### config.mk
export PLATFORM = sky130hd
export DESIGN_NAME = dspm_pin_map
export DESIGN_NICKNAME = d
export VERILOG_FILES = /design/src/dspm_pkg.sv /design/src/dspm_pin_map.sv
export SDC_FILE = /design/constraint.sdc
export NUM_CORES = 1
export LEC_CHECK = 0
export BUFFER_PORTS_ARGS = -buffer_cell sky130_fd_sc_hd__buf_2
export CORE_ASPECT_RATIO = 1.4
export CORE_MARGIN = 2
export CORE_UTILIZATION = 35
export DETAILED_ROUTE_END_ITERATION = 8
export PLACE_DENSITY = 0.59
export SYNTH_ARGS = -nofsm -noshare
export SYNTH_HDL_FRONTEND = slang
export SYNTH_SLANG_ARGS = --single-unit
### constraint.sdc
create_clock -name clk_sys -period 1.8 [get_ports clk_sys]
set_input_delay 0.36 -clock clk_sys [delete_from_list [all_inputs] [get_ports clk_sys]]
set_output_delay 0.36 -clock clk_sys [all_outputs]
set_load 0.1 [all_outputs]
### src/dspm_pkg.sv
// Constants and carrier types for the DRAM strobe pin map.
// Assumes one system clock; no software-reachable registers.
package dspm_pkg;

  // Bus width encodings
  localparam logic [1:0] WIDTH_8  = 2'h0;
  localparam logic [1:0] WIDTH_16 = 2'h1;
  localparam logic [1:0] WIDTH_32 = 2'h2;

  // Strobe arrangement encodings
  localparam logic MODE_DUAL_COLUMN = 1'h0;
  localparam logic MODE_DUAL_WRITE  = 1'h1;

  // Area selector values
  localparam logic AREA_4 = 1'h0;
  localparam logic AREA_5 = 1'h1;

  // Reset value of the pin bundle: all strobes inactive high
  localparam logic [7:0] PINS_IDLE = 8'hFF;

  // Pin positions in the packed bundle
  localparam int RAS_A_POS = 7;
  localparam int RAS_B_POS = 6;
  localparam int SEL_A_LO_POS = 5;
  localparam int SEL_A_HI_POS = 4;
  localparam int SEL_B_LO_POS = 3;
  localparam int SEL_B_HI_POS = 2;
  localparam int WR_A_POS = 1;
  localparam int WR_B_POS = 0;

  // Access request from the memory controller, strobes active high here
  typedef struct packed {
    logic       ras;
    logic       cas;
    logic       we;
    logic       area;
    logic [1:0] addr_lo;
  } dspm_req_s;

  // Eight shared control pins, active low
  typedef struct packed {
    logic row_strobe_pin_a_n;
    logic row_strobe_pin_b_n;
    logic select_pin_a_lo_n;
    logic select_pin_a_hi_n;
    logic select_pin_b_lo_n;
    logic select_pin_b_hi_n;
    logic write_pin_a_n;
    logic write_pin_b_n;
  } dspm_pins_s;

endpackage : dspm_pkg

### src/dspm_pin_map.sv
// DRAM strobe pin map: routes row, column and write strobes onto eight pins.
// Assumes request fields are synchronous to clk_sys; pins go to DRAM areas 4 and 5.
//
// How it works
// - Row strobe pin a carries area 4 RAS, pin b area 5 RAS, always.
// - 32-bit dual column: four select pins are lane CAS, write pins are WE.
// - 32-bit lane strobes chosen by address bits 1:0, 00 to 11 lanes 0-3.
// - 32-bit dual write: a-select pins shared CAS, others lane 0-3 WE.
// - 16-bit dual column: per-area low/high CAS on selects, area WE on writes.
// - 16-bit: address bit 0 low picks low byte, high picks high byte.
// - 16-bit dual write: select lo is CAS, select hi low WE, write pin high WE.
// - 8-bit: both area selects carry area CAS, write pins carry area WE.
`timescale 1ns/1ps
module dspm_pin_map
  import dspm_pkg::*;
(
  input  wire logic                clk_sys,
  input  wire logic                rst,
  input  wire logic [1:0]          bus_width,
  input  wire logic                strobe_mode,
  input  wire dspm_pkg::dspm_req_s req,
  output dspm_pkg::dspm_pins_s     pins
);
  import dspm_pkg::*;

  logic [1:0] width_ff;
  logic       mode_ff;
  logic [1:0] nxt_width;
  logic       nxt_mode;
  dspm_pins_s pins_ff;
  dspm_pins_s nxt_pins;
  logic       active;

  // Bit positions must follow the struct field order
  if (RAS_A_POS != 7 || WR_B_POS != 0)
  begin : g_layout_bad
    $error("Pin bundle layout mismatch");
  end

  // Access in progress while any strobe is raised
  assign active = req.ras | req.cas | req.we;

  // Config follows inputs only between accesses
  always_comb
  begin
    nxt_width = width_ff;
    nxt_mode  = mode_ff;
    if (!active)
    begin
      nxt_width = bus_width;
      nxt_mode  = strobe_mode;
    end
  end

  always_ff @(posedge clk_sys or posedge rst)
  begin
    if (rst)
    begin
      width_ff <= WIDTH_8;
      mode_ff  <= MODE_DUAL_COLUMN;
    end
    else
    begin
      width_ff <= nxt_width;
      mode_ff  <= nxt_mode;
    end
  end

  // One-hot lane decode of the low address bits
  function automatic logic [3:0] lane_dec(input logic [1:0] a);
    lane_dec = 4'h1 << a;
  endfunction : lane_dec

  // Config used for this cycle: held value once an access runs
  logic [1:0] cur_width;
  logic       cur_mode;
  logic [7:0] act;
  logic [3:0] lane;
  logic [1:0] half;
  logic       a4;
  logic       a5;

  always_comb
  begin
    cur_width = active ? width_ff : bus_width;
    cur_mode  = active ? mode_ff : strobe_mode;
    lane      = lane_dec(req.addr_lo);
    half      = req.addr_lo[0] ? 2'h2 : 2'h1;
    a4        = (req.area == AREA_4);
    a5        = (req.area == AREA_5);
    act       = 8'h00;
    act[RAS_A_POS] = req.ras & a4;
    act[RAS_B_POS] = req.ras & a5;
    if (cur_width == WIDTH_32)
    begin
      if (cur_mode == MODE_DUAL_COLUMN)
      begin
        act[SEL_A_LO_POS] = req.cas & lane[0];
        act[SEL_A_HI_POS] = req.cas & lane[1];
        act[SEL_B_LO_POS] = req.cas & lane[2];
        act[SEL_B_HI_POS] = req.cas & lane[3];
        act[WR_A_POS]     = req.we & a4;
        act[WR_B_POS]     = req.we & a5;
      end
      else
      begin
        act[SEL_A_LO_POS] = req.cas;
        act[SEL_A_HI_POS] = req.cas;
        act[SEL_B_LO_POS] = req.we & lane[0];
        act[SEL_B_HI_POS] = req.we & lane[1];
        act[WR_A_POS]     = req.we & lane[2];
        act[WR_B_POS]     = req.we & lane[3];
      end
    end
    else if (cur_width == WIDTH_16)
    begin
      if (cur_mode == MODE_DUAL_COLUMN)
      begin
        act[SEL_A_LO_POS] = req.cas & a4 & half[0];
        act[SEL_A_HI_POS] = req.cas & a4 & half[1];
        act[SEL_B_LO_POS] = req.cas & a5 & half[0];
        act[SEL_B_HI_POS] = req.cas & a5 & half[1];
        act[WR_A_POS]     = req.we & a4;
        act[WR_B_POS]     = req.we & a5;
      end
      else
      begin
        act[SEL_A_LO_POS] = req.cas & a4;
        act[SEL_A_HI_POS] = req.we & a4 & half[0];
        act[WR_A_POS]     = req.we & a4 & half[1];
        act[SEL_B_LO_POS] = req.cas & a5;
        act[SEL_B_HI_POS] = req.we & a5 & half[0];
        act[WR_B_POS]     = req.we & a5 & half[1];
      end
    end
    else
    begin
      act[SEL_A_LO_POS] = req.cas & a4;
      act[SEL_A_HI_POS] = req.cas & a4;
      act[SEL_B_LO_POS] = req.cas & a5;
      act[SEL_B_HI_POS] = req.cas & a5;
      act[WR_A_POS]     = req.we & a4;
      act[WR_B_POS]     = req.we & a5;
    end
    nxt_pins = dspm_pins_s'(~act);
  end

  always_ff @(posedge clk_sys or posedge rst)
  begin
    if (rst)
      pins_ff <= dspm_pins_s'(PINS_IDLE);
    else
      pins_ff <= nxt_pins;
  end

  assign pins = pins_ff;

  // Assertions
  a_ras_area_map: assert property (@(posedge clk_sys) disable iff (rst)
    req.ras && req.area == AREA_5 |=> !pins.row_strobe_pin_b_n && pins.row_strobe_pin_a_n)
    else $error("Row strobe not on area 5 pin");
  a_lane_32_cas: assert property (@(posedge clk_sys) disable iff (rst)
    req.cas && cur_width == WIDTH_32 && cur_mode == MODE_DUAL_COLUMN && req.addr_lo == 2'h3
    |=> !pins.select_pin_b_hi_n && pins.select_pin_a_lo_n)
    else $error("Lane 3 column strobe wrong");
  a_dual_col_we: assert property (@(posedge clk_sys) disable iff (rst)
    req.we && req.area == AREA_4 && cur_width == WIDTH_32 && cur_mode == MODE_DUAL_COLUMN
    |=> !pins.write_pin_a_n)
    else $error("32-bit write enable missing");
  a_dual_wr_cas: assert property (@(posedge clk_sys) disable iff (rst)
    req.cas && cur_width == WIDTH_32 && cur_mode == MODE_DUAL_WRITE
    |=> !pins.select_pin_a_lo_n && !pins.select_pin_a_hi_n)
    else $error("Shared column strobe missing");
  a_half_sel: assert property (@(posedge clk_sys) disable iff (rst)
    req.cas && req.area == AREA_4 && cur_width == WIDTH_16
    && cur_mode == MODE_DUAL_COLUMN && req.addr_lo[0]
    |=> !pins.select_pin_a_hi_n && pins.select_pin_a_lo_n)
    else $error("High byte strobe wrong");
  a_area4_cas16: assert property (@(posedge clk_sys) disable iff (rst)
    req.cas && req.area == AREA_5 && cur_width == WIDTH_16 && cur_mode == MODE_DUAL_COLUMN
    |=> pins.select_pin_a_lo_n && pins.select_pin_a_hi_n)
    else $error("Area 4 strobe during area 5 access");
  a_wr16_high: assert property (@(posedge clk_sys) disable iff (rst)
    req.we && req.area == AREA_4 && cur_width == WIDTH_16
    && cur_mode == MODE_DUAL_WRITE && req.addr_lo[0]
    |=> !pins.write_pin_a_n && pins.select_pin_a_hi_n)
    else $error("High byte write enable wrong");
  a_byte_cas: assert property (@(posedge clk_sys) disable iff (rst)
    req.cas && req.area == AREA_4 && cur_width == WIDTH_8
    |=> !pins.select_pin_a_lo_n && !pins.select_pin_a_hi_n && pins.select_pin_b_lo_n)
    else $error("8-bit column strobe wrong");
  a_idle_high: assert property (@(posedge clk_sys) disable iff (rst)
    !active |=> pins == dspm_pins_s'(PINS_IDLE))
    else $error("Strobe active while idle");
  a_cfg_hold: assert property (@(posedge clk_sys) disable iff (rst)
    active && $past(active) |-> $stable(width_ff) && $stable(mode_ff))
    else $error("Config changed mid access");
  a_ras_area4: assert property (@(posedge clk_sys) disable iff (rst)
    req.ras && req.area == AREA_4 |=> !pins.row_strobe_pin_a_n && pins.row_strobe_pin_b_n)
    else $error("Row strobe not on area 4 pin");
  a_dw32_lane_we: assert property (@(posedge clk_sys) disable iff (rst)
    req.we && cur_width == WIDTH_32 && cur_mode == MODE_DUAL_WRITE && req.addr_lo == 2'h2
    |=> !pins.write_pin_a_n && pins.select_pin_b_lo_n && pins.write_pin_b_n)
    else $error("Lane 2 write enable wrong");
  a_low_half_sel: assert property (@(posedge clk_sys) disable iff (rst)
    req.cas && req.area == AREA_5 && cur_width == WIDTH_16
    && cur_mode == MODE_DUAL_COLUMN && !req.addr_lo[0]
    |=> !pins.select_pin_b_lo_n && pins.select_pin_b_hi_n)
    else $error("Low byte strobe wrong");
  a_wr16_low: assert property (@(posedge clk_sys) disable iff (rst)
    req.we && req.area == AREA_5 && cur_width == WIDTH_16
    && cur_mode == MODE_DUAL_WRITE && !req.addr_lo[0]
    |=> !pins.select_pin_b_hi_n && pins.write_pin_b_n)
    else $error("Low byte write enable wrong");
  a_byte_we: assert property (@(posedge clk_sys) disable iff (rst)
    req.we && req.area == AREA_5 && cur_width == WIDTH_8
    |=> !pins.write_pin_b_n && pins.write_pin_a_n)
    else $error("8-bit write enable wrong");

  c_w32_dw: cover property (@(posedge clk_sys) disable iff (rst)
    req.we && cur_width == WIDTH_32 && cur_mode == MODE_DUAL_WRITE);
  c_w16_dc: cover property (@(posedge clk_sys) disable iff (rst)
    req.cas && cur_width == WIDTH_16 && cur_mode == MODE_DUAL_COLUMN);
  c_w8: cover property (@(posedge clk_sys) disable iff (rst)
    req.cas && cur_width == WIDTH_8);
  c_w32_dc: cover property (@(posedge clk_sys) disable iff (rst)
    req.cas && cur_width == WIDTH_32 && cur_mode == MODE_DUAL_COLUMN);
  c_w16_dw: cover property (@(posedge clk_sys) disable iff (rst)
    req.we && cur_width == WIDTH_16 && cur_mode == MODE_DUAL_WRITE);

endmodule : dspm_pin_map

==> impl_metrics.py <==
metrics = {
    "clocking": {
        "post_cts_buffers": 0,
        "cts_sinks": 11,
        "cts-root-buf": "clkbuf_4",
        "clk-insertion-delay-late_ns": 0.26,
        "max-clock-path-buffers": 2,
        "cts.clk_slew.worst_paths_ns": 0.07,
        "cts_tree": "built",
        "holdBufCountCts": 0,
        "cts.repair.resized": 0,
        "htree_levels": 1,
        "cts_buffers": 3,
    },
    "worst_setup_path": {
        "cpPeakStageDelay_ns": 0.51,
        "cp_slowest_cell": "dfstp_2",
        "critPathMaxFanout": 1,
        "required_ns": 1.44,
        "start_kind": "register",
        "cp-end-kind": "primary output",
        "cp_data_arrival_time_ns": 1.18,
        "crit_buf_inv": 1,
        "crit_chain": "buf_2",
        "crit_family": "flip-flops",
        "crit_type": "reg2out",
    },
    "routing": {
        "vias": 625,
        "drtIter0Drc": 9,
        "drc": 0,
        "avgRoutedWirePerCell_um": 13.9,
        "dr.pass1.iters": 4,
        "ant_nets": 0,
        "drt-total-wl_um": 1570,
        "viasPerCell": 5.53,
    },
    "finish": {
        "final_area_um2": 843,
        "drive_gt1_frac": 0.435,
        "layout.nets": 104,
        "n_antenna_cell": 0,
        "area_growth_pct": 21.4,
        "final_common_cell": "buf_2",
        "mostFrequentLayoutCells": "buf_2 (18), dfstp_2 (8), nand2_1 (5), inv_1 (5)",
        "fillerInstances": 192,
    },
    "sta": {
        "maxSlewHeadroom": 0.691,
        "period_share": 0.857,
        "setup_tns_ns": 0,
        "fmax_mhz": 648,
        "final_max_slew_viol_count": 0,
        "fin_crit_ns": 1.54,
        "tightest_slew_ns": 0.458,
        "rsz0062_at_grt": "false",
        "fin_ws_ns": 0.258,
        "finalSetupViolations": 0,
        "hold_viol": 0,
        "worst_clock_skew_ns": 0.00190,
    },
    "yosys": {
        "async_reset_ff_frac": 1.00,
        "synth-seq-cells": 11,
        "syn_nets": 81,
        "yosysWarnings": 0,
        "syn_avg_cell_area_um2": 9.92,
        "synth_ff_type": "dfstp_2",
        "synth_edf_count": 0,
        "yosysTopAreaCellShare": 0.303,
        "yosys.area.top_type": "dfstp_2",
        "ys_types": 35,
        "syn_area_um2": 694,
        "netlist_instances": 70,
        "ys_seq_area_frac": 0.411,
        "synth.area.top_cells": "dfstp_2 (30%), dfrtp_1 (11%), mux2i_1 (4.3%)",
    },
    "grt": {
        "overflow": 0,
        "grt_first_pass_wirelength_um": 2640,
        "grt_pass1_vias": 565,
        "antenna_found_initial": 0,
        "grt_start_max_net_pins": 12,
        "track_usage": 0.147,
    },
    "die": {
        "io_pins": 19,
        "die_x_um": 41.6,
        "core_area_mm2": 0.00193,
        "start_util": 0.361,
        "die_area_mm2": 0.00236,
        "placementRows": 19,
        "die_height_um": 56.7,
    },
    "power": {
        "p_seq_frac": 0.387,
        "p_int_w": 0.000486,
        "power.density_mw_per_mm2": 1020,
        "pwr-share-comb": 0.429,
        "switchingPower_w": 0.000374,
        "max-vdd-ir-drop_mv": 0.335,
        "p_leak_nw": 0.368,
        "clkPwrFrac": 0.184,
        "p_sw_frac": 0.434,
    },
    "placed_design": {
        "pre_cts_ws_ns": 0.00752,
        "dpl_cell_area_um2": 817,
        "gp_congestion": 0.861,
        "dp_hpwl_um": 1270,
        "port_buffers": 18,
    },
    "worst_hold_path": {
        "holdCritPathClass": "in2async",
    },
    "run": {
        "drv_cap": 0,
    },
    "status": {
        "status": "finished clean",
    },
}
[power groups by stage]
stage	clock [W]	combinational (W)	sequential (W)
finish	0.000158	0.000369	0.000333
global placement	0	0.000368	0.000337
detailed placement	0	0.000369	0.000336
CTS	0.000164	0.000369	0.000333
floorplan	0	0.000128	0.000499
global route	0.000185	0.000389	0.000338
[per-stage QoR]
stage	hold slack, ns	utilization	instances	power [W]
4_1_cts	0.0750	0.438	113	0.000865
3_5_place_dp	0.360	0.424	109	0.000706
3_3_place_gp	0.347	0.424	109	0.000705
6_report	0.0624	0.438	113	0.000860
5_1_grt	0.0891	0.438	113	0.000913
2_1_floorplan	0.207	-	70	0.000628
[layout make-up]
cell class	count	area, um2	area share
flip-flops and latches	11	285	0.338
multi-input cells	51	374	0.444
well taps	21	26.3	0.0312
clock buffers	4	26.3	0.0312
inverters	5	18.8	0.0223
repair buffers	21	113	0.134
[Yosys cell counts, drive strengths merged, types with 2 or more instances]
cell    n
nor4bb  2
a31oi   4
buf     2
nor2b   2
nand2   5
inv     5
o21ai   3
mux2    3
dfstp   8
nor3    2
nand3b  3
nor2    2
dfrtp   3
mux2i   3
nor4    2
a21oi   4
nand2b  3
[routing by layer]
metal	GRT usage	share of wire
met1	0.175	0.42
met4	0.0968	0.027
met2	0.241	0.53
met5	0	0
met3	0.0193	0.022
[flip-flops by register name (all words and copies together), names as in the netlist]
register,count
pins,8
mode_ff,1
width_ff,2
[cell families after synthesis]
group                  count (synthesis)  share of synthesized area
AO/OA/AOI/OAI                         18                      0.168
buffers and inverters                  8                     0.0504
flip-flops                            11                      0.411
multiplexers                           6                     0.0973
AND/OR/NAND/NOR                       27                      0.274
[worst paths after layout]
| path | from | endpoint | slack [ns] | cells past startpoint |
|---|---|---|---|---|
| worst min-delay path | rst | width_ff[0] | 0.06 | 2 |
| worst max-delay path | pins[1] | pins[1] | 0.26 | 1 |
| worst max register to register | mode_ff | pins[3] | 0.33 | 4 |
| worst min register to register | width_ff[0] | pins[4] | 0.60 | 1 |
| min in group clk_sys | req[5] | pins[7] | 0.32 | 2 |
| max in group asynchronous | rst | pins[3] | 1.43 | 2 |
No activity file was read; power rests on OpenSTA's default activity.
